<file path="src/energy_acc_regs.vh">
// register map, field positions, reset values and timing constants of the energy accumulator
`ifndef ENERGY_ACC_REGS_VH
`define ENERGY_ACC_REGS_VH

// register indices; byte address is four times the index
`define IDX_ENERGY_TOTAL 8'h01
`define IDX_ENERGY_TOTAL_READ_CLEAR 8'h02
`define IDX_WAVEFORM_SELECT_CONFIG 8'h0D
`define IDX_IDLE_THRESHOLD_CONFIG 8'h0E
`define IDX_ACCUMULATION_CONFIG 8'h0F
`define IDX_POWER_GAIN_WORD 8'h1D
`define IDX_POWER_OFFSET_WORD 8'h20
`define IDX_ENERGY_DIVIDER 8'h24
`define IDX_MEASURE_ENABLE_LOW 8'hD9
`define IDX_MEASURE_ENABLE_HIGH 8'hDB
`define IDX_MEASURE_STATUS_LOW 8'hDC

// field positions
`define BIT_MAGNITUDE_ACCUM_SELECT 0
`define BIT_POSITIVE_ONLY_SELECT 1
`define BIT_SIGN_DIRECTION 4
`define BIT_IDLE_LOAD_FLAG 0
`define BIT_SIGN_CHANGE_FLAG 3
`define BIT_WAVEFORM_SAMPLE_ENABLE 5
`define WAV_SOURCE_LSB 0
`define WAV_SOURCE_MSB 2
`define WAV_RATE_LSB 3
`define WAV_RATE_MSB 4
`define WAV_SOURCE_POWER 3'h0

// reset values
`define RST_BYTE 8'h00
`define RST_GAIN 12'h000
`define RST_OFFSET 16'h0000

// timing: one accumulation sample every five clock periods
`define CLK_HZ 10000000
`define SAMPLE_CLOCKS 5
`define WAV_RATE0_HZ 25600
`define WAV_RATE1_HZ 12800
`define WAV_RATE2_HZ 6400
`define WAV_RATE3_HZ 3200

// gain and offset scaling
`define GAIN_SHIFT 12
`define OFFSET_FRAC_BITS 8

// idle thresholds as parts per ten million of multiplier full scale
`define FULL_SCALE 24'h7FFFFF
`define IDLE_PPTM_1 1500
`define IDLE_PPTM_2 750
`define IDLE_PPTM_3 370
`define PPTM_DIV 10000000

`endif

</file>
<file path="src/energy_accumulator.v">
// active power and active energy accumulator with apb register slave
`timescale 1ns/10ps
`include "energy_acc_regs.vh"
// Behaviour
// (RQ1) power is voltage times current sample, low-pass filtered to its dc part
// (RQ2) power is scaled by one plus signed 12-bit gain over 4096
// (RQ3) signed 16-bit offset word is added to the power result
// (RQ4) offset of 256 counts equals one waveform sample lsb
// (RQ5) sign changes of power set the sign-change flag, status bit 3
// (RQ6) direction bit clear: flag set on positive-to-negative transition
// (RQ7) direction bit set: flag set on negative-to-positive transition
// (RQ8) enabled sign-change flag raises pending interrupt until cleared
// (RQ9) no accumulation while power is below selected idle threshold
// (RQ10) below threshold sets idle-load flag; enabled flag interrupts until cleared
// (RQ11) threshold field: 00 off, 01/10/11 give 0.015, 0.0075, 0.0037 percent
// (RQ12) signed 49-bit accumulator, upper 24 bits readable as energy total
// (RQ13) one power sample is accumulated every five clock periods
// (RQ14) both mode bits clear: signed accumulation, negative power subtracts
// (RQ15) both mode bits set: positive-only mode wins
// (RQ16) positive-only mode adds positive samples and ignores negative ones
// (RQ17) magnitude mode adds the magnitude of each sample
// (RQ18) power is divided by unsigned 8-bit divider, zero meaning one
// (RQ19) reading the read-clear register returns total, then clears upper 24 bits
// (RQ20) power waveform samples delivered at 25.6, 12.8, 6.4 or 3.2 kSPS
// (RQ21) energy wraps from most positive to most negative and back
// (RQ22) flags use the same corrected power that feeds the accumulator
module energy_accumulator #(
	parameter SAMPLE_W = 24,
	parameter ACC_W = 49,
	parameter LP_SHIFT = 8
) (
	input wire pclk,
	input wire presetn,
	input wire psel,
	input wire penable,
	input wire pwrite,
	input wire [11:0] paddr,
	input wire [31:0] pwdata,
	output reg [31:0] prdata,
	output reg pready,
	output reg pslverr,
	input wire [SAMPLE_W-1:0] voltage_sample,
	input wire [SAMPLE_W-1:0] current_sample,
	output reg [SAMPLE_W-1:0] wave_sample,
	output reg wave_strobe,
	output reg irq_pending
);

	// derived widths, sample tick, waveform periods and idle thresholds
	localparam LP_W = SAMPLE_W + `OFFSET_FRAC_BITS;
	localparam PW_W = LP_W + 2;
	localparam integer SAMPLE_LAST = `SAMPLE_CLOCKS - 1;
	localparam integer WAV_N0 = `CLK_HZ / `WAV_RATE0_HZ;
	localparam integer WAV_N1 = `CLK_HZ / `WAV_RATE1_HZ;
	localparam integer WAV_N2 = `CLK_HZ / `WAV_RATE2_HZ;
	localparam integer WAV_N3 = `CLK_HZ / `WAV_RATE3_HZ;
	localparam [2:0] TICK_LAST = SAMPLE_LAST[2:0];
	localparam [15:0] WAV_P0 = WAV_N0[15:0];
	localparam [15:0] WAV_P1 = WAV_N1[15:0];
	localparam [15:0] WAV_P2 = WAV_N2[15:0];
	localparam [15:0] WAV_P3 = WAV_N3[15:0];
	localparam [63:0] TH1 = {40'h0000000000, `FULL_SCALE} * `IDLE_PPTM_1 / `PPTM_DIV;
	localparam [63:0] TH2 = {40'h0000000000, `FULL_SCALE} * `IDLE_PPTM_2 / `PPTM_DIV;
	localparam [63:0] TH3 = {40'h0000000000, `FULL_SCALE} * `IDLE_PPTM_3 / `PPTM_DIV;
	// apb access states, one-hot
	localparam [1:0] ST_IDLE = 2'b01;
	localparam [1:0] ST_DONE = 2'b10;

	// ------------------------------------------------------------------
	// functions
	// ------------------------------------------------------------------

	// magnitude of a signed power word
	function [PW_W-1:0] mag;
		input [PW_W-1:0] v;
		begin
			mag = v[PW_W-1] ? (~v + 1'b1) : v;
		end
	endfunction

	// signed divide by the divider, zero treated as one
	function [PW_W-1:0] div_power;
		input [PW_W-1:0] v;
		input [7:0] d;
		reg [8:0] dd;
		begin
			dd = (d == `RST_BYTE) ? 9'h001 : {1'b0, d};
			div_power = $signed(v) / $signed(dd);
		end
	endfunction

	// ------------------------------------------------------------------
	// registers
	// ------------------------------------------------------------------

	// configuration, status and datapath state
	reg [1:0] apb_state_r;
	reg [7:0] waveform_select_config_r;
	reg [7:0] idle_threshold_config_r;
	reg [7:0] accumulation_config_r;
	reg [11:0] power_gain_word_r;
	reg [15:0] power_offset_word_r;
	reg [7:0] energy_divider_r;
	reg [7:0] measure_enable_low_r;
	reg [7:0] measure_enable_high_r;
	reg sign_change_flag_r;
	reg idle_load_flag_r;
	reg [2:0] tick_cnt_r;
	reg [LP_W-1:0] lowpass_r;
	reg [PW_W-1:0] power_r;
	reg last_neg_r;
	reg power_valid_r;
	reg [ACC_W-1:0] energy_r;
	reg [15:0] wav_cnt_r;

	reg idx_ok;
	reg [31:0] rd_val;
	// bus strobes; unmapped or misaligned addresses neither write nor clear
	wire [7:0] reg_idx = paddr[9:2];
	wire apb_done = psel & penable & pready;
	wire wr_en = apb_done & pwrite & idx_ok;
	wire rd_en = apb_done & ~pwrite & idx_ok;
	wire tick = (tick_cnt_r == TICK_LAST);

	// register index decode: valid when mapped
	always @* begin
		idx_ok = 1'b1;
		rd_val = 32'h00000000;
		case (reg_idx)
			`IDX_ENERGY_TOTAL: rd_val = {8'h00, energy_r[ACC_W-1:ACC_W-24]};
			`IDX_ENERGY_TOTAL_READ_CLEAR: rd_val = {8'h00, energy_r[ACC_W-1:ACC_W-24]};
			`IDX_WAVEFORM_SELECT_CONFIG: rd_val = {24'h000000, waveform_select_config_r};
			`IDX_IDLE_THRESHOLD_CONFIG: rd_val = {24'h000000, idle_threshold_config_r};
			`IDX_ACCUMULATION_CONFIG: rd_val = {24'h000000, accumulation_config_r};
			`IDX_POWER_GAIN_WORD: rd_val = {20'h00000, power_gain_word_r};
			`IDX_POWER_OFFSET_WORD: rd_val = {16'h0000, power_offset_word_r};
			`IDX_ENERGY_DIVIDER: rd_val = {24'h000000, energy_divider_r};
			`IDX_MEASURE_ENABLE_LOW: rd_val = {24'h000000, measure_enable_low_r};
			`IDX_MEASURE_ENABLE_HIGH: rd_val = {24'h000000, measure_enable_high_r};
			`IDX_MEASURE_STATUS_LOW: rd_val = {28'h0000000, sign_change_flag_r, 2'b00,
				idle_load_flag_r};
			default: idx_ok = 1'b0;
		endcase
		if (paddr[11:10] != 2'b00 || paddr[1:0] != 2'b00) begin
			idx_ok = 1'b0;
		end
	end

	// ------------------------------------------------------------------
	// apb slave: one wait state, answer registered
	// ------------------------------------------------------------------

	// access phase gets pready one cycle after penable rises
	// registered answer keeps the bus inputs off any combinational output path
	always @(posedge pclk or negedge presetn) begin
		if (!presetn) begin
			apb_state_r <= ST_IDLE;
			pready <= 1'b0;
			pslverr <= 1'b0;
			prdata <= 32'h00000000;
		end else begin
			case (apb_state_r)
				ST_IDLE: begin
					if (psel & penable) begin
						apb_state_r <= ST_DONE;
						pready <= 1'b1;
						pslverr <= ~idx_ok;
						prdata <= (pwrite | ~idx_ok) ? 32'h00000000 : rd_val;
					end
				end
				ST_DONE: begin
					apb_state_r <= ST_IDLE;
					pready <= 1'b0;
					pslverr <= 1'b0;
				end
				default: begin
					apb_state_r <= ST_IDLE;
					pready <= 1'b0;
				end
			endcase
		end
	end

	// configuration writes take effect at the completing edge
	always @(posedge pclk or negedge presetn) begin
		if (!presetn) begin
			waveform_select_config_r <= `RST_BYTE;
			idle_threshold_config_r <= `RST_BYTE;
			accumulation_config_r <= `RST_BYTE;
			power_gain_word_r <= `RST_GAIN;
			power_offset_word_r <= `RST_OFFSET;
			energy_divider_r <= `RST_BYTE;
			measure_enable_low_r <= `RST_BYTE;
			measure_enable_high_r <= `RST_BYTE;
		end else if (wr_en) begin
			case (reg_idx)
				`IDX_WAVEFORM_SELECT_CONFIG: waveform_select_config_r <= pwdata[7:0];
				`IDX_IDLE_THRESHOLD_CONFIG: idle_threshold_config_r <= pwdata[7:0];
				`IDX_ACCUMULATION_CONFIG: accumulation_config_r <= pwdata[7:0];
				`IDX_POWER_GAIN_WORD: power_gain_word_r <= pwdata[11:0]; // see RQ2
				`IDX_POWER_OFFSET_WORD: power_offset_word_r <= pwdata[15:0]; // see RQ3
				`IDX_ENERGY_DIVIDER: energy_divider_r <= pwdata[7:0];
				`IDX_MEASURE_ENABLE_LOW: measure_enable_low_r <= pwdata[7:0];
				`IDX_MEASURE_ENABLE_HIGH: measure_enable_high_r <= pwdata[7:0];
				default: energy_divider_r <= energy_divider_r;
			endcase
		end
	end

	// ------------------------------------------------------------------
	// power path
	// ------------------------------------------------------------------

	// sample tick every five clocks
	// filter, flags and accumulator all share this one tick
	always @(posedge pclk or negedge presetn) begin
		if (!presetn) begin
			tick_cnt_r <= 3'h0;
		end else begin
			tick_cnt_r <= tick ? 3'h0 : tick_cnt_r + 3'h1; // see RQ13
		end
	end

	// multiplier, low-pass, gain and offset
	wire [2*SAMPLE_W-1:0] product = $signed(voltage_sample) * $signed(current_sample);
	wire [SAMPLE_W-1:0] product_top = product[2*SAMPLE_W-2:SAMPLE_W-1];
	wire [LP_W:0] lp_diff = $signed({product_top, 8'h00}) - $signed(lowpass_r);
	wire [LP_W:0] lp_step = $signed(lp_diff) >>> LP_SHIFT;
	wire [LP_W-1:0] lp_nxt = lowpass_r + lp_step[LP_W-1:0];
	wire [LP_W+11:0] gain_prod = $signed(lowpass_r) * $signed(power_gain_word_r);
	wire [LP_W+11:0] gain_part = $signed(gain_prod) >>> `GAIN_SHIFT;
	wire [PW_W-1:0] power_gain = $signed(lowpass_r) + $signed(gain_part[PW_W-1:0]);
	wire [PW_W-1:0] power_nxt = $signed(power_gain) + $signed(power_offset_word_r);

	// lowpass and corrected power move once per sample tick
	always @(posedge pclk or negedge presetn) begin
		if (!presetn) begin
			lowpass_r <= {LP_W{1'b0}};
			power_r <= {PW_W{1'b0}};
			power_valid_r <= 1'b0;
		end else if (tick) begin
			lowpass_r <= lp_nxt; // see RQ1
			power_r <= power_nxt; // see RQ2 see RQ3 see RQ4
			power_valid_r <= 1'b1;
		end
	end

	// ------------------------------------------------------------------
	// idle detection, sign detection, status flags
	// ------------------------------------------------------------------

	// magnitude of the corrected power in waveform sample units
	wire [PW_W-1:0] power_mag = mag(power_r);
	wire [PW_W-1:0] power_mag_lsb = power_mag >> `OFFSET_FRAC_BITS;
	// code 00 leaves the threshold at zero, so nothing is ever below it
	reg [PW_W-1:0] idle_th;
	always @* begin
		case (idle_threshold_config_r[1:0])
			2'b01: idle_th = TH1[PW_W-1:0]; // see RQ11
			2'b10: idle_th = TH2[PW_W-1:0];
			2'b11: idle_th = TH3[PW_W-1:0];
			default: idle_th = {PW_W{1'b0}};
		endcase
	end
	// sign and idle events, evaluated once per sample after the first
	wire below_idle = (power_mag_lsb < idle_th); // see RQ22
	wire sample_now = tick & power_valid_r;
	wire now_neg = power_r[PW_W-1];
	wire dir_np = accumulation_config_r[`BIT_SIGN_DIRECTION];
	wire sign_event = sample_now & (now_neg != last_neg_r) &
		(dir_np ? ~now_neg : now_neg); // see RQ6 see RQ7
	wire idle_event = sample_now & below_idle; // see RQ10
	wire clr_status = wr_en & (reg_idx == `IDX_MEASURE_STATUS_LOW);

	// flags are write-one-to-clear; a new event wins over the clear
	// previous sign starts positive, so a first negative sample counts as a change
	always @(posedge pclk or negedge presetn) begin
		if (!presetn) begin
			last_neg_r <= 1'b0;
			sign_change_flag_r <= 1'b0;
			idle_load_flag_r <= 1'b0;
			irq_pending <= 1'b0;
		end else begin
			if (sample_now) begin
				last_neg_r <= now_neg;
			end
			if (sign_event) begin
				sign_change_flag_r <= 1'b1; // see RQ5
			end else if (clr_status & pwdata[`BIT_SIGN_CHANGE_FLAG]) begin
				sign_change_flag_r <= 1'b0;
			end
			if (idle_event) begin
				idle_load_flag_r <= 1'b1;
			end else if (clr_status & pwdata[`BIT_IDLE_LOAD_FLAG]) begin
				idle_load_flag_r <= 1'b0;
			end
			irq_pending <= (sign_change_flag_r & measure_enable_low_r[`BIT_SIGN_CHANGE_FLAG]) |
				(idle_load_flag_r & measure_enable_low_r[`BIT_IDLE_LOAD_FLAG]); // see RQ8 see RQ10
		end
	end

	// ------------------------------------------------------------------
	// energy accumulation
	// ------------------------------------------------------------------

	// divided power and mode bits; division truncates toward zero
	wire [PW_W-1:0] quotient = div_power(power_r, energy_divider_r); // see RQ18
	wire pos_only = accumulation_config_r[`BIT_POSITIVE_ONLY_SELECT];
	wire abs_mode = accumulation_config_r[`BIT_MAGNITUDE_ACCUM_SELECT];
	wire idle_block = below_idle & (idle_threshold_config_r[1:0] != 2'b00);
	// positive-only is tested before magnitude, so it wins when both are set
	reg [PW_W-1:0] acc_add;
	always @* begin
		if (idle_block) begin
			acc_add = {PW_W{1'b0}}; // see RQ9
		end else if (pos_only) begin
			acc_add = quotient[PW_W-1] ? {PW_W{1'b0}} : quotient; // see RQ15 see RQ16
		end else if (abs_mode) begin
			acc_add = mag(quotient); // see RQ17
		end else begin
			acc_add = quotient; // see RQ14
		end
	end
	// read-clear drops the upper 24 bits; the same edge's addend still lands
	wire rd_clear = rd_en & (reg_idx == `IDX_ENERGY_TOTAL_READ_CLEAR);
	wire [ACC_W-1:0] acc_base = rd_clear ? {24'h000000, energy_r[ACC_W-25:0]} : energy_r;
	wire [ACC_W-1:0] acc_ext = {{(ACC_W-PW_W){acc_add[PW_W-1]}}, acc_add};

	// wraps modulo 2^49 in both directions
	always @(posedge pclk or negedge presetn) begin
		if (!presetn) begin
			energy_r <= {ACC_W{1'b0}};
		end else begin
			energy_r <= acc_base + (sample_now ? acc_ext : {ACC_W{1'b0}}); // see RQ12 see RQ19 see RQ21
		end
	end

	// ------------------------------------------------------------------
	// waveform sampling of active power
	// ------------------------------------------------------------------

	// waveform sample period in clocks for the selected rate
	reg [15:0] wav_period;
	always @* begin
		case (waveform_select_config_r[`WAV_RATE_MSB:`WAV_RATE_LSB])
			2'b00: wav_period = WAV_P0;
			2'b01: wav_period = WAV_P1;
			2'b10: wav_period = WAV_P2;
			default: wav_period = WAV_P3;
		endcase
	end
	// sampling runs only when enabled with power as the source
	wire wav_on = measure_enable_high_r[`BIT_WAVEFORM_SAMPLE_ENABLE] &
		(waveform_select_config_r[`WAV_SOURCE_MSB:`WAV_SOURCE_LSB] == `WAV_SOURCE_POWER);
	wire wav_fire = wav_on & (wav_cnt_r >= wav_period - 16'h0001);

	// a counter already past a shorter new period fires at once
	always @(posedge pclk or negedge presetn) begin
		if (!presetn) begin
			wav_cnt_r <= 16'h0000;
			wave_sample <= {SAMPLE_W{1'b0}};
			wave_strobe <= 1'b0;
		end else begin
			wave_strobe <= wav_fire; // see RQ20
			if (!wav_on || wav_fire) begin
				wav_cnt_r <= 16'h0000;
			end else begin
				wav_cnt_r <= wav_cnt_r + 16'h0001;
			end
			if (wav_fire) begin
				wave_sample <= power_r[SAMPLE_W+`OFFSET_FRAC_BITS-1:`OFFSET_FRAC_BITS]; // see RQ4
			end
		end
	end

endmodule // energy_accumulator

</file>
<file path="config.mk">
export PLATFORM = sky130hd
export DESIGN_NAME = energy_accumulator
export DESIGN_NICKNAME = d
export VERILOG_FILES = /design/src/energy_accumulator.v
export VERILOG_INCLUDE_DIRS = /design/src
export SDC_FILE = /design/constraint.sdc
export NUM_CORES = 2
export LEC_CHECK = 0
export BUFFER_PORTS_ARGS = -buffer_cell sky130_fd_sc_hd__buf_4
export CAP_MARGIN = 20
export CORE_AREA = 2 2 324 326
export CTS_BUF_LIST = sky130_fd_sc_hd__clkbuf_4
export CTS_CLUSTER_DIAMETER = 40
export DETAILED_ROUTE_END_ITERATION = 8
export DIE_AREA = 0 0 326 328
export PLACE_DENSITY = 0.87
export SYNTH_ARGS = -nofsm -noshare
export SYNTH_HDL_FRONTEND = slang
export SYNTH_SLANG_ARGS = --single-unit
</file>
<file path="constraint.sdc">
create_clock -name pclk -period 213.7 [get_ports pclk]
set_clock_uncertainty 0.1 [all_clocks]
set_input_delay 42.74 -clock pclk [delete_from_list [all_inputs] [get_ports pclk]]
set_output_delay 42.74 -clock pclk [all_outputs]
set_load 0.005 [all_outputs]
</file>
==> run_results.csv <==
group,metric,value,unit
worst_setup_path,slowest_stage,"nor2_1",
route,drt-vias-per-instance,6.38,
worst_setup_path,worstRegToRegCells,496,
clocking,cts_setup_buffers,0,
logic_synthesis,synth_common_cells,"1180 x inv_1, 1104 x nand2_1, 969 x fa_1, 636 x ha_1, 464 x nor2_1",
worst_setup_path,worst_r2r_endpoint,"energy_r[48]$_DFF_PN0_",
sta,max_freq,0.00858,GHz
die,die-area,0.107,mm2
logic_synthesis,yosysUniqueCellTypes,138,
logic_synthesis,synth_ff_type,"dfrtp_1",
route,wl,194000,um
clocking,ctsRootBufferMaster,"clkbuf_4",
placed_design,port-buffer-count,132,
route,first_pass_iters,9,
sta,slew_viol_final,0,
placed_design,placed_area,0.0738,mm2
logic_synthesis,ys_warn_count,0,
grt,grt-ovfl-total,0,
worst_setup_path,timing.rr.start,"power_r[15]$_DFFE_PN0N_",
die,ioPinCount,157,
logic_synthesis,synth-xor-area-share,4.95,%
logic_synthesis,postSynthCellCount,8657,
logic_synthesis,synth-compound-area-share,16.0,%
hold_path,whs_path_depth,1,
placed_design,dp.cells,9898,
logic_synthesis,async_flop_share,100,%
clocking,cts_sinks,267,
worst_setup_path,slowest_delay,0.84,ns
worst_setup_path,path_common_cell,"o21a_1",
sta,period_share,54.6,%
die,start_util,69.8,%
logic_synthesis,synth_fa_ha_area_share,38.0,%
logic_synthesis,avgSynthCellArea,8.32,um2
worst_setup_path,crit_path_end_kind,"flip-flop",
layout,nFillCells,7595,
logic_synthesis,synth-edff-count,0,
die,fp.coreArea,0.103,mm2
route,drt_iter0_drc,4993,
logic_synthesis,ys_seq_area_share,9.27,%
hold_path,hold_start,"tick_cnt_r[0]$_DFF_PN0_",
grt,grt_pass1_wl,322000,um
worst_setup_path,cp_data_required_time,214.31,ns
hold_path,min_path_type,"reg2reg",
sta,hold_viol,0,
logic_synthesis,yosysMostFrequentCell,"inv_1",
clocking,htreeDepth,3,
die,die-width,326,um
logic_synthesis,synth_area_leader_cell,"fa_1",
worst_setup_path,crit_fanout,23,
logic_synthesis,synth_seq_cells,267,
clocking,cts_buffer_depth,3,
sta,rsz0062_at_grt,"false",
sta,tightest_slew,1.15,ns
logic_synthesis,synth.area.mux_share,2.53,%
grt,grt_usage,36.5,%
grt,grt_max_degree,129,
route,drc,0,
logic_synthesis,syn_area,0.0721,mm2
sta,maxSlewHeadroom,23.0,%
logic_synthesis,synthTopCellsByArea,"fa_1 27%, ha_1 11%, dfrtp_1 9.2%",
logic_synthesis,synth_top_family_by_area,"adder cells",
worst_setup_path,arrival,117.19,ns
layout,final_nets,10300,
die,rows,118,
clocking,cts_tree,"done",
clocking,ctsResizeCount,0,
sta,setup_viol,0,
logic_synthesis,synthSimpleGateAreaFrac,21.0,%
clocking,path_clk_slew,0.07,ns
layout,layoutNonFillerInstCount,10000,
route,ant_nets,0,
worst_setup_path,critPathLaunchType,"flip-flop",
clocking,clk_latency,0.84,ns
placed_design,hpwl,154000,um
placed_design,gp_congestion,0.965,
logic_synthesis,synth_top_area_share,26.9,%
grt,first_global_vias,65900,
worst_setup_path,r2r_setup_slack,97.11,ns
layout,stdcell_area,0.0748,mm2
route,vias,63900,
clocking,cts_buffers,72,
sta,hold_slack,0.369,ns
sta,fin_setup_tns,0,ns
outcome,outcome,"completed",
grt,antenna_found_initial,7,
route,wl_per_cell,19.3,um
hold_path,hold_path_end,"tick_cnt_r[0]$_DFF_PN0_",
die,die_height,328,um
sta,timing.final.crit_period,116.59,ns
layout,syn_to_final_growth,3.83,%
run,maxCapViolations,0,
layout,drive_gt1_share,7.21,%
clocking,hold_buffers,0,
worst_setup_path,worstSetupPathType,"reg2reg",
==> how the worst max path moves through the flow <==
stage	startpoint	end	slack (ns)	cells after the start
5_1_grt	power_r[9]$_DFFE_PN0N_	energy_r[48]$_DFF_PN0_	87.63	505
4_1_cts	power_r[9]$_DFFE_PN0N_	energy_r[48]$_DFF_PN0_	98.96	495
6_report	power_r[15]$_DFFE_PN0N_	energy_r[48]$_DFF_PN0_	97.11	496
3_5_place_dp	power_r[15]$_DFFE_PN0N_	energy_r[48]$_DFF_PN0_	99.48	496
3_3_place_gp	power_r[15]$_DFFE_PN0N_	energy_r[48]$_DFF_PN0_	101.99	497
2_1_floorplan	energy_divider_r[6]$_DFFE_PN0P_	energy_r[48]$_DFF_PN0_	114.21	540
==> worst max-delay path: cells and delay by family, from the launching register on <==
family          cells  cell delay, ns
flops               1            0.51
xor+xnor            3            0.54
buf+inv            29            3.71
simple gates      145           38.58
mux                 7            2.21
compound gates    276           59.66
fa+ha+maj          36           10.98
==> per-layer routing <==
layer	routed length, um	part of all wire (%)	global-route usage (%)
met5	20	0.010	0
met4	8980	4.6	17.0
met3	17100	8.8	6.22
met2	92900	48	61.1
met1	74900	39	46.2
==> final cells by class <==
type / count / area, um2 / area share [%]
Inverter: 1182 / 4440 / 5.93
Sequential cell: 267 / 6690 / 8.94
Tap cell: 1380 / 1730 / 2.31
Antenna cell: 8 / 20.0 / 0.0268
Clock buffer: 95 / 713 / 0.953
Clock inverter: 25 / 214 / 0.286
Multi-Input combinational cell: 6877 / 59500 / 79.5
Timing Repair Buffer: 194 / 1500 / 2.01
==> metrics by stage <==
step	util (%)	worst slack, ns
after floorplan	-	114.21
after global placement	71.5	101.99
after detailed placement	71.5	99.48
after CTS	72.4	98.96
after global routing	72.5	87.63
final	72.5	97.11
==> cells in the final DEF, fill, tap and decap left out, types with 80 or more instances in the layout <==
master	count
ha_1	636
nand2_1	1103
nand2b_1	110
and2_1	379
nand3_1	127
o21ai_0	290
a21oi_1	322
dfrtp_1	262
nor3_1	278
o31ai_1	110
o21a_1	223
xnor2_1	309
nor2_1	464
inv_1	1180
clkbuf_4	95
or2_2	80
fa_1	969
a21o_1	94
mux2_2	99
o21bai_1	97
buf_4	191
xor2_1	98
==> registers in the layout, summed over array words and instances, names as in the netlist, 8 cells and up <==
| signal | cells |
|---|---|
| power_gain_word_r | 12 |
| measure_enable_low_r | 8 |
| power_offset_word_r | 16 |
| waveform_select_config_r | 8 |
| energy_divider_r | 8 |
| wave_sample | 24 |
| idle_threshold_config_r | 8 |
| wav_cnt_r | 16 |
| energy_r | 49 |
| lowpass_r | 32 |
| measure_enable_high_r | 8 |
| power_r | 34 |
| prdata | 24 |
| accumulation_config_r | 8 |
==> kinds of logic after synthesis <==
family	Yosys count
adders and majority gates	1607
other	1
buffers and inverters	1523
DFF	267
AOI/OAI and AO/OA	1668
xor gates and xnor gates	407
muxes	168
and+or+nand+nor	3016
Power is not shown: default switching activity piles up to over one toggle a cycle in this logic, so the estimate is an artifact.
